File: src/core/cpts_pkg.sv
package cpts_pkg;
  localparam logic [11:0] CPTS_ADDR_STATUS    = 12'h000;
  localparam logic [11:0] CPTS_ADDR_CORE_CTRL = 12'h004;
  localparam logic [11:0] CPTS_ADDR_INT_CTRL1 = 12'h008;
  localparam logic [11:0] CPTS_ADDR_IRQ_STAT  = 12'h00c;
  localparam logic [11:0] CPTS_ADDR_IRQ_MASK  = 12'h010;
  localparam int CPTS_PRIO_LSB    = 5;
  localparam int CPTS_PRIO_MSB    = 7;
  localparam int CPTS_HIGH_BIT    = 3;
  localparam int CPTS_NEST_BIT    = 15;
  localparam int CPTS_ARITH_BIT   = 4;
  localparam int CPTS_ADDR_BIT    = 3;
  localparam int CPTS_STACK_BIT   = 2;
  localparam int CPTS_OSC_BIT     = 1;
  localparam int CPTS_NFAULT      = 4;
  localparam logic [2:0] CPTS_PRIO_RESET  = 3'h0;
  localparam logic [2:0] CPTS_PRIO_MAX    = 3'h7;
  localparam logic [15:0] CPTS_WORD_ZERO  = 16'h0000;
  localparam logic [31:0] CPTS_RDATA_ZERO = 32'h0000_0000;
  // fault order inside the packed vector: arith, addr, stack, osc
  typedef struct packed {
    logic arith;
    logic addr;
    logic stack;
    logic osc;
  } cpts_fault_t;
  typedef enum logic [1:0] {
    CPTS_IDLE   = 2'b01,
    CPTS_ACCESS = 2'b10
  } cpts_state_t;
endpackage

File: src/core/cpts_fault_flags.sv
`timescale 1ns/100ps
module cpts_fault_flags
  import cpts_pkg::*;
(
  input  wire logic        pclk,
  input  wire logic        presetn,
  input  wire cpts_fault_t fault_evt,
  input  wire cpts_fault_t clr_req,
  output      cpts_fault_t flags
);
  logic [CPTS_NFAULT-1:0] flag_ff;
  logic [CPTS_NFAULT-1:0] evt_v;
  logic [CPTS_NFAULT-1:0] clr_v;
  assign evt_v = fault_evt;
  assign clr_v = clr_req;
  assign flags = flag_ff;
  // set wins over clear so a trap coincident with a software clear is kept
  genvar gi;
  generate
    for (gi = 0; gi < CPTS_NFAULT; gi++) begin : g_flag
      logic nxt_flag;
      assign nxt_flag = evt_v[gi] | (flag_ff[gi] & ~clr_v[gi]);
      always_ff @(posedge pclk or negedge presetn) begin
        if (!presetn) begin
          flag_ff[gi] <= 1'b0;
        end else begin
          flag_ff[gi] <= nxt_flag;
        end
      end

    end
  endgenerate
endmodule

File: src/core/cpts_core.sv
`timescale 1ns/100ps
module cpts_core
  import cpts_pkg::*;
(
  input  wire logic        pclk,
  input  wire logic        presetn,
  input  wire logic        psel,
  input  wire logic        penable,
  input  wire logic        pwrite,
  input  wire logic [11:0] paddr,
  input  wire logic [31:0] pwdata,
  input  wire logic [3:0]  pstrb,
  output      logic [31:0] prdata,
  output      logic        pready,
  output      logic        pslverr,
  input  wire cpts_fault_t trap_evt,
  input  wire logic        trap_entry,
  input  wire logic [2:0]  trap_prio,
  output      logic [3:0]  cpu_level,
  output      logic        user_irq_masked,
  output      logic        irq
);
  cpts_state_t         state_ff;
  cpts_state_t         nxt_state;
  logic [2:0]          prio_ff;
  logic [2:0]          nxt_prio;
  logic                high_ff;
  logic                nxt_high;
  logic                nest_ff;
  logic                nxt_nest;
  logic [CPTS_NFAULT-1:0] irq_stat_ff;
  logic [CPTS_NFAULT-1:0] nxt_irq_stat;
  logic [CPTS_NFAULT-1:0] irq_mask_ff;
  logic [CPTS_NFAULT-1:0] nxt_irq_mask;
  logic [31:0]         prdata_ff;
  logic                pready_ff;
  logic                pslverr_ff;
  logic [3:0]          level_ff;
  logic                umask_ff;
  logic                irq_ff;
  cpts_fault_t         flags;
  cpts_fault_t         flag_clr;
  logic                setup;
  logic                wr_en;
  logic                rd_en;
  logic                sel_status;
  logic                sel_core;
  logic                sel_ctrl1;
  logic                sel_istat;
  logic                sel_imask;
  logic                mapped;
  logic                lo_we;
  logic                hi_we;
  logic [15:0]         status_word;
  logic [15:0]         core_word;
  logic [15:0]         ctrl1_word;
  logic [15:0]         rd_word;
  logic [3:0]          nxt_level;

  // two-cycle APB: setup then access answered with pready in the same access cycle
  assign setup      = psel && !penable && (state_ff == CPTS_IDLE);
  assign wr_en      = (state_ff == CPTS_ACCESS) && psel && penable && pwrite && mapped;
  assign rd_en      = setup && !pwrite;
  assign sel_status = (paddr == CPTS_ADDR_STATUS);
  assign sel_core   = (paddr == CPTS_ADDR_CORE_CTRL);
  assign sel_ctrl1  = (paddr == CPTS_ADDR_INT_CTRL1);
  assign sel_istat  = (paddr == CPTS_ADDR_IRQ_STAT);
  assign sel_imask  = (paddr == CPTS_ADDR_IRQ_MASK);
  assign mapped     = sel_status | sel_core | sel_ctrl1 | sel_istat | sel_imask;
  assign lo_we      = wr_en && pstrb[0];
  assign hi_we      = wr_en && pstrb[1];

  // unimplemented positions are tied to zero in the read words
  always_comb begin
    status_word = CPTS_WORD_ZERO;
    status_word[CPTS_PRIO_MSB:CPTS_PRIO_LSB] = prio_ff;
    core_word = CPTS_WORD_ZERO;
    core_word[CPTS_HIGH_BIT] = high_ff;
    ctrl1_word = CPTS_WORD_ZERO;
    ctrl1_word[CPTS_NEST_BIT]  = nest_ff;
    ctrl1_word[CPTS_ARITH_BIT] = flags.arith;
    ctrl1_word[CPTS_ADDR_BIT]  = flags.addr;
    ctrl1_word[CPTS_STACK_BIT] = flags.stack;
    ctrl1_word[CPTS_OSC_BIT]   = flags.osc;
  end

  assign rd_word = sel_status ? status_word :
                   sel_core   ? core_word   :
                   sel_ctrl1  ? ctrl1_word  :
                   sel_istat  ? {12'h000, irq_stat_ff} :
                   sel_imask  ? {12'h000, irq_mask_ff} : CPTS_WORD_ZERO;

  // a trap entry raises the level into the 8..15 band, which software cannot reach
  assign nxt_prio = trap_entry ? trap_prio :
                    (lo_we && sel_status && !nest_ff) ?
                    pwdata[CPTS_PRIO_MSB:CPTS_PRIO_LSB] : prio_ff;
  // writing 1 to the high bit has no effect; only 0 clears it
  assign nxt_high = trap_entry ? 1'b1 :
                    (lo_we && sel_core && !pwdata[CPTS_HIGH_BIT]) ? 1'b0 : high_ff;
  assign nxt_nest = (hi_we && sel_ctrl1) ? pwdata[CPTS_NEST_BIT] : nest_ff;

  // software clears a fault flag by writing 0 to it
  assign flag_clr.arith = lo_we && sel_ctrl1 && !pwdata[CPTS_ARITH_BIT];
  assign flag_clr.addr  = lo_we && sel_ctrl1 && !pwdata[CPTS_ADDR_BIT];
  assign flag_clr.stack = lo_we && sel_ctrl1 && !pwdata[CPTS_STACK_BIT];
  assign flag_clr.osc   = lo_we && sel_ctrl1 && !pwdata[CPTS_OSC_BIT];

  // read of the irq status register clears it; a new event in that cycle still lands
  assign nxt_irq_stat = trap_evt | (irq_stat_ff & ~((rd_en && sel_istat) ? {CPTS_NFAULT{1'b1}} : {CPTS_NFAULT{1'b0}}));
  assign nxt_irq_mask = (lo_we && sel_imask) ? pwdata[CPTS_NFAULT-1:0] : irq_mask_ff;
  assign nxt_level    = {nxt_high, nxt_prio};

  always_comb begin
    case (state_ff)
      CPTS_IDLE:   nxt_state = setup ? CPTS_ACCESS : CPTS_IDLE;
      CPTS_ACCESS: nxt_state = CPTS_IDLE;
      default:     nxt_state = CPTS_IDLE;
    endcase
  end

  cpts_fault_flags u_flags (
    .pclk      (pclk),
    .presetn   (presetn),
    .fault_evt (trap_evt),
    .clr_req   (flag_clr),
    .flags     (flags)
  );

  always_ff @(posedge pclk or negedge presetn) begin
    if (!presetn) begin
      state_ff    <= CPTS_IDLE;
      prio_ff     <= CPTS_PRIO_RESET;
      high_ff     <= 1'b0;
      nest_ff     <= 1'b0;
      irq_stat_ff <= '0;
      irq_mask_ff <= '0;
    end else begin
      state_ff    <= nxt_state;
      prio_ff     <= nxt_prio;
      high_ff     <= nxt_high;
      nest_ff     <= nxt_nest;
      irq_stat_ff <= nxt_irq_stat;
      irq_mask_ff <= nxt_irq_mask;
    end
  end

  always_ff @(posedge pclk or negedge presetn) begin
    if (!presetn) begin
      prdata_ff  <= CPTS_RDATA_ZERO;
      pready_ff  <= 1'b0;
      pslverr_ff <= 1'b0;
    end else begin
      prdata_ff  <= rd_en ? {16'h0000, rd_word} : CPTS_RDATA_ZERO;
      pready_ff  <= setup;
      pslverr_ff <= setup && !mapped;
    end
  end

  // outputs registered; level tracks the register in the same cycle, loaded from the same next values
  always_ff @(posedge pclk or negedge presetn) begin
    if (!presetn) begin
      level_ff <= 4'h0;
      umask_ff <= 1'b0;
      irq_ff   <= 1'b0;
    end else begin
      level_ff <= nxt_level;
      umask_ff <= (nxt_level >= {1'b0, CPTS_PRIO_MAX});
      irq_ff   <= |(nxt_irq_stat & nxt_irq_mask);
    end
  end

  assign prdata          = prdata_ff;
  assign pready          = pready_ff;
  assign pslverr         = pslverr_ff;
  assign cpu_level       = level_ff;
  assign user_irq_masked = umask_ff;
  assign irq             = irq_ff;
endmodule

File: config.mk
export PLATFORM = sky130hd
export DESIGN_NAME = cpts_core
export DESIGN_NICKNAME = d
export VERILOG_FILES = /design/src/core/cpts_pkg.sv /design/src/core/cpts_fault_flags.sv /design/src/core/cpts_core.sv
export SDC_FILE = /design/constraint.sdc
export NUM_CORES = 1
export LEC_CHECK = 0
export BUFFER_PORTS_ARGS = -buffer_cell sky130_fd_sc_hd__buf_2
export CORE_UTILIZATION = 30
export CTS_BUF_LIST = sky130_fd_sc_hd__clkbuf_16
export CTS_CLUSTER_DIAMETER = 40
export CTS_CLUSTER_SIZE = 25
export DETAILED_ROUTE_END_ITERATION = 12
export MAX_ROUTING_LAYER = met4
export SKIP_CTS_REPAIR_TIMING = 1
export SLEW_MARGIN = 10
export SYNTH_ARGS = -nofsm -noshare
export SYNTH_HDL_FRONTEND = slang
export SYNTH_SLANG_ARGS = --single-unit
File: constraint.sdc
create_clock -name pclk -period 2.7 [get_ports pclk]
set_clock_uncertainty 0.2 [all_clocks]
set_input_delay 0.135 -clock pclk [delete_from_list [all_inputs] [get_ports pclk]]
set_output_delay 0.135 -clock pclk [all_outputs]
set_load 0.01 [all_outputs]
==> results.md, run 1 <==
- Status: finished, violations left
- Violated checks: hold timing
- Seq cells post-synth: 31
- Reg-to-Reg End: user_irq_masked$_DFF_PN0_
- WL per Instance: ~12 microns
- Vias in the first global route: between 1k and 1.5k
- Top Ports: ~100
- Drt pass-1 iters: 4
- Fraction of registers with async set/reset: 100%
- Final WL: 3770 microns
- Post-DP HPWL: 2770 microns
- First-pass GRT wire length: between 5000 and 6000 microns
- Critical path's largest stage delay: approximately 0.53 ns
- Overflow after GRT: 0
- Gr busiest metal: met2
- Post-route design area: roughly 0.0023 sq mm
- CP endpoint kind: flop
- Synth Area per Inst: a little under 10 sq um
- Final Hold Fails: 2
- Hold WS: -0.0444 ns
- Dominant cell type by area after synthesis: dfrtp_1
- Vias: about 1.4k
- Iteration-0 DRC Markers: 53
- Clk slew on worst S/H paths: 0.05 ns
- Placer Congestion: roughly 0.78
- Top-area cell type share of the netlist area: between 40 and 50%
- CP Data Arrival Time: 2.22 ns
- Total GRT Usage: between 10% and 20%
- Kind of critical path: reg2reg
- Die H: about 77 microns
- Clk Latency, worst-skew pair: between 0.2 and 0.3 ns
- CTS Buffer Depth: 2
- Crit. path cell count: 5
- Cell Chain, Critical Path: nand4b_4 -> or2_1 -> or4b_1 -> a21o_1 -> or3_1
- Synthesized cell area: roughly 0.0017 sq mm
- Leak: approximately 0.0011 uW
- CTS sink cnt: 31
- Die X: 76.9 microns
- Dpl cell area: ~0.0019 sq mm
- Post-route DRC violation count: 0
- I/O Buffers: between 50 and 60
- Met1 GRT Util: between 10% and 20%
- Slew Limit Fails: 0
- HP Class: in2reg
- Critical path startpoint category: flop
- Pwr dens: 493 mW/mm^2
- CTS tree: done
- Initial Utilization: around a third
- Post-synth top flop: dfrtp_1
- Total power: ~1100 uW
- # Max-Cap Violations: 0
- Ranking of synthesized cells by area: dfrtp_1 45%, buf_4 11%, o21ai_0 3.0%
- Syn Inst Count: 171
- DRT antenna net count: 0
- Met2 Use GR: a little under a fifth
- CP max-delay cell: or4b_1
- Num CTS Buffers: 5
- Root buf cell: clkbuf_16
- GR Util met3: under 10%
- Unrepaired setup endpoints after global routing: false
- Setup violators final: 0
- Worst vdd ir: approximately 0.21 mV
- Ys Warns: 0
- Buf/Inv on CP: 0
- Sequential fraction of the synthesis area: between 40% and 50%
- Commonest non-fill, non-tap cell in the layout: buf_2
- Most frequent cells in the layout: 52 x buf_2, 30 x dfrtp_1, 23 x conb_1, 19 x dlygate4sd3_1, 11 x nand2_1
- Die area: 0.00591 sq mm
- Share of layout cells above drive strength 1: a little under a third
- CP required: approximately 2.7 ns
- Area growth, synth to finish: 34.2%
- Antenna Diode Count: 0
- RR Startpoint: state_ff[0]$_DFF_PN1_
- Initial antenna violation count: 0
- EDFF count, synth: 0
- # nets final: 305
- Worst-margin pin slew: 0.682 ns
- Rows: 26
- Fmax: ~0.44 GHz
- Largest net degree at the start of global routing: 32
- Synth unique cells: 44
- Reg2Reg Setup Slack: 0.42 ns
- Final Critical Period: around 2.3 ns
- CP Capture Point: user_irq_masked$_DFF_PN0_
- Setup TNS: 0 ns
- Worst setup path startpoint: state_ff[0]$_DFF_PN1_
- Placed cells: around 290
- Final worst-path cycle share: between 80% and 90%
- Htree depth: 2
- Area of the core: about 0.0052 sq mm
- Post-DR vias/cell: 4.38
- Slew Limit Headroom: 54.5%
- Cells on worst reg2reg path: 5
- Crit path max fanout: 5
- Top delay family on crit path: simple AND/OR/NAND/NOR gates
- Fin cells: 315
-- where the power goes --
part	internal, uW	leakage (uW)	switching [uW]
logic	57.4	0.000660	67.5
clock network	331	0.0000762	178
registers	473	0.000371	5.05
total	862	0.00111	251
-- sequential cells by signal, indices dropped and copies added (netlist names), 2 cells and up --
name / cells
prio_ff: 2
irq_stat_ff: 4
u_flags.flags: 4
prdata: 9
irq_mask_ff: 4
-- stage by stage --
| step | util, % | worst slack, ns |
|---|---|---|
| global placement | 36.8 | 0.433 |
| finish | 43.1 | 0.424 |
| global route | 43.1 | 0.336 |
| detailed placement | 36.8 | 0.432 |
| floorplan | - | 0.535 |
| CTS | 39.5 | 0.423 |
-- synth_stat cells, types with 2 or more instances --
master	n
nand2_1	11
mux2i_1	4
and3_2	2
and2_1	5
inv_1	6
o22ai_1	2
or4_1	2
or2_2	6
buf_2	2
nand3_1	5
nor3_1	5
a21boi_0	5
o21ai_0	10
nor2b_1	2
nand2b_1	4
dfrtp_1	30
a21oi_1	6
nor3b_1	3
buf_4	24
clkbuf_1	4
nor2_1	10
-- routing by layer --
metal	up-vias	part of all wire [%]
li1	690	-
met2	56	44
met1	625	47
met3	8	7.0
met5	-	0
met4	0	1.9
-- kinds of logic (layout without fill, tap and decap cells) --
kind of cell	Yosys count	count (layout)	synth area share [%]
AOI/OAI and AO/OA	29	29	10.8
other	1	23	0.223
and+or+nand+nor	69	69	26.2
DFF	31	31	46.2
buffers and inverters	36	88	13.5
muxes	5	5	3.05
-- worst register-to-register path, delay by kind of cell, from the launching register on --
| family | cells | cell delay, ns |
|---|---|---|
| AND/OR/NAND/NOR | 4 | 1.40 |
| AO/OA/AOI/OAI | 1 | 0.20 |
| flip-flops | 1 | 0.36 |
-- cell type report --
type	instances	area, sq um
Clock buffer	5	125
Clock inverter	3	12.5
Fill cell	514	2980
Inverter	6	22.5
Multi-Input combinational cell	126	759
Sequential cell	31	777
Tap cell	70	87.6
Timing Repair Buffer	74	473
-- how the worst min path moves through the flow --
stage	start	endpoint	slack (ns)	cells after the start
finish	pwdata[3]	u_flags.flags[2]$_DFF_PN0_	-0.04	3
global route	pwdata[3]	u_flags.flags[2]$_DFF_PN0_	0.0006	3
CTS	presetn	irq_stat_ff[2]$_DFF_PN0_	-0.28	1
detailed placement	presetn	pready$_DFF_PN0_	0.02	1
global placement	presetn	pready$_DFF_PN0_	0.02	1
floorplan	presetn	cpu_level[2]$_DFF_PN0_	-0.36	0
(Power assumes the default switching activity.)
==> inputs of run 2 (changes only) <==
==> constraint.sdc (replaced) <==
create_clock -name pclk -period 2.4 [get_ports pclk]
set_clock_uncertainty 0.2 [all_clocks]
set_input_delay 0.12 -clock pclk [delete_from_list [all_inputs] [get_ports pclk]]
set_output_delay 0.12 -clock pclk [all_outputs]
set_load 0.01 [all_outputs]
==> run 2 against run 1 <==
Against the previous run: the flow now finishes without violations; final area rose by 2.7%; register-to-register slack got worse by 0.24 ns; die area did not move; fmax rose by 2.8%; count of clock-buffer cells in the layout did not move; sequential share of layout area fell by 0.91 points; non-clock buffer count rose by 4; combinational power rose by 13%; core utilization rose by 1.2 points; clock power rose by 37%.
==> results.md, run 2 (synthesized netlist as in run 1, its figures left out) <==
- Worst-margin pin slew: between 0.6 and 0.7 ns
- Top Ports: ~100
- Overflow after GRT: 0
- CP Data Arrival Time: about 2.2 ns
- Clk Latency, worst-skew pair: around 0.28 ns
- Placed cells: between 200 and 300
- CP max-delay cell: or4b_1
- Critical path's largest stage delay: slightly above 0.5 ns
- Critical path startpoint category: flop
- Die X: about 77 microns
- Placer Congestion: between 0.8 and 0.9
- Reg-to-Reg End: user_irq_masked$_DFF_PN0_
- First-pass GRT wire length: roughly 6100 microns
- Multi-input gate area: approximately 760 sq um
- Final worst-path cycle share: between 90 and 100%
- Internal: 1080 uW
- Unrepaired setup endpoints after global routing: false
- CP required: 2.35 ns
- Num CTS Buffers: 5
- Vias: roughly 1.4k
- CTS sink cnt: 31
- Post-route DRC violation count: 0
- Setup violators final: 0
- Rows: 26
- DRT antenna net count: 0
- Cells on worst reg2reg path: 5
- CP endpoint kind: flop
- Clk slew on worst S/H paths: around 0.050 ns
- Fin cells: approximately 320
- Share of layout cells above drive strength 1: 31.7%
- Status: finished, final reports clean
- Total GRT Usage: between 10% and 20%
- HP Class: in2reg
- Die H: 76.9 microns
- Clock power share: ~51%
- I/O Buffers: 52
- Vias in the first global route: approximately 1.3k
- CTS tree: done
- Post-DP HPWL: 2790 microns
- # Max-Cap Violations: 0
- Seq. cell area: around 780 sq um
- Die area: 0.00591 sq mm
- Cell Chain, Critical Path: nand4b_4 -> or2_1 -> or4b_1 -> a21o_1 -> or3_1
- Worst setup path startpoint: state_ff[0]$_DFF_PN1_
- Root buf cell: clkbuf_16
- Reg2Reg Setup Slack: roughly 0.19 ns
- # nets final: 309
- Slew Limit Fails: 0
- Reg power frac: about two fifths
- Kind of critical path: reg2reg
- Iteration-0 DRC Markers: 64
- Max reg flops: 9
- Final WL: 3790 microns
- Area growth, synth to finish: 37.9%
- Commonest non-fill, non-tap cell in the layout: buf_2
- Leak: 0.00113 uW
- Share of total power in combinational logic: between 10% and 20%
- Final Critical Period: roughly 2.2 ns
- Worst vdd ir: 0.345 mV
- Post-DR vias/cell: ~4.4
- Most frequent cells in the layout: 52 x buf_2, 30 x dfrtp_1, 23 x conb_1, 21 x dlygate4sd3_1, 11 x nand2_1
- CP Capture Point: user_irq_masked$_DFF_PN0_
- Setup TNS: 0 ns
- Pwr dens: between 500 and 600 mW/mm^2
- Initial Utilization: approximately 32%
- Antenna Diode Count: 0
- RR Startpoint: state_ff[0]$_DFF_PN1_
- Hold WS: ~0.017 ns
- Area of the core: between 0.005 and 0.006 sq mm
- Initial antenna violation count: 0
- WL per Instance: about 12 microns
- Final Hold Fails: 0
- Psw: 296 uW
- Htree depth: 2
- Fmax: around 0.45 GHz
- Crit path max fanout: 4
- CTS Buffer Depth: 2
- Drt pass-1 iters: 4
- Largest net degree at the start of global routing: 32
- Switching share of power: 21.5%
- Filler cells: 522
- Slew Limit Headroom: about 54%
-- run 2: cell types whose count changed in the layout (fill, tap and decap cells not counted) --
cell and delta:
clkinv_1 +1, buf_4 +2, dlygate4sd3_1 +2, bufinv_16 +1
inv_1 -2
-- run 2: worst min-delay path by stage --
stage	from	endpoint	slack, ns	cells after the start
6_report	pwdata[6]	user_irq_masked$_DFF_PN0_	0.02	4
5_1_grt	pwrite	prdata[4]$_DFF_PN0_	0.03	3
4_1_cts	presetn	pready$_DFF_PN0_	-0.29	1
3_5_place_dp	presetn	pready$_DFF_PN0_	0.007	1
3_3_place_gp	presetn	pready$_DFF_PN0_	-0.001	1
2_1_floorplan	presetn	cpu_level[2]$_DFF_PN0_	-0.38	0
-- run 2: routing by layer --
metal | wire length [microns] | track usage (%) | vias up
met1 | 1810 | 17.5 | 648
met5 | 0 | - | -
met3 | 248 | 5.24 | 4
met2 | 1690 | 20.4 | 55
li1 | - | - | 699
met4 | 38 | 3.46 | 0
-- run 2: final cells by class --
class                      instances  share of cell area (%)
timing repair buffer              78                    21.9
sequential                        31                    33.5
tap                               70                    3.78
clock inverter                     3                    1.67
clock buffer                       5                    5.40
inverter                           6                   0.971
multi-input combinational        126                    32.8
-- run 2: critical path, delay by kind of cell, from the launching register on --
kind / cells / cell delay (ns)
AOI/OAI and AO/OA: 1 / 0.21
DFF: 1 / 0.36
and+or+nand+nor: 4 / 1.31
-- run 2: power groups by stage --
| stage | sequential (uW) | combinational, uW | clock (uW) |
|---|---|---|---|
| floorplan | 549 | 77.9 | 0 |
| global placement | 546 | 114 | 0 |
| detailed placement | 546 | 115 | 0 |
| CTS | 537 | 116 | 713 |
| global route | 539 | 157 | 740 |
| finish | 537 | 141 | 698 |
-- run 2: stage by stage --
stage          power, uW  area [sq um]  setup slack [ns]  util (%)
2_1_floorplan        627          1760             0.235         -
3_3_place_gp         660          1940             0.212      37.1
3_5_place_dp         662          1940             0.210      37.1
4_1_cts             1370          2110             0.190      40.3
5_1_grt             1440          2320            0.0984      44.3
6_report            1380          2320             0.186      44.3
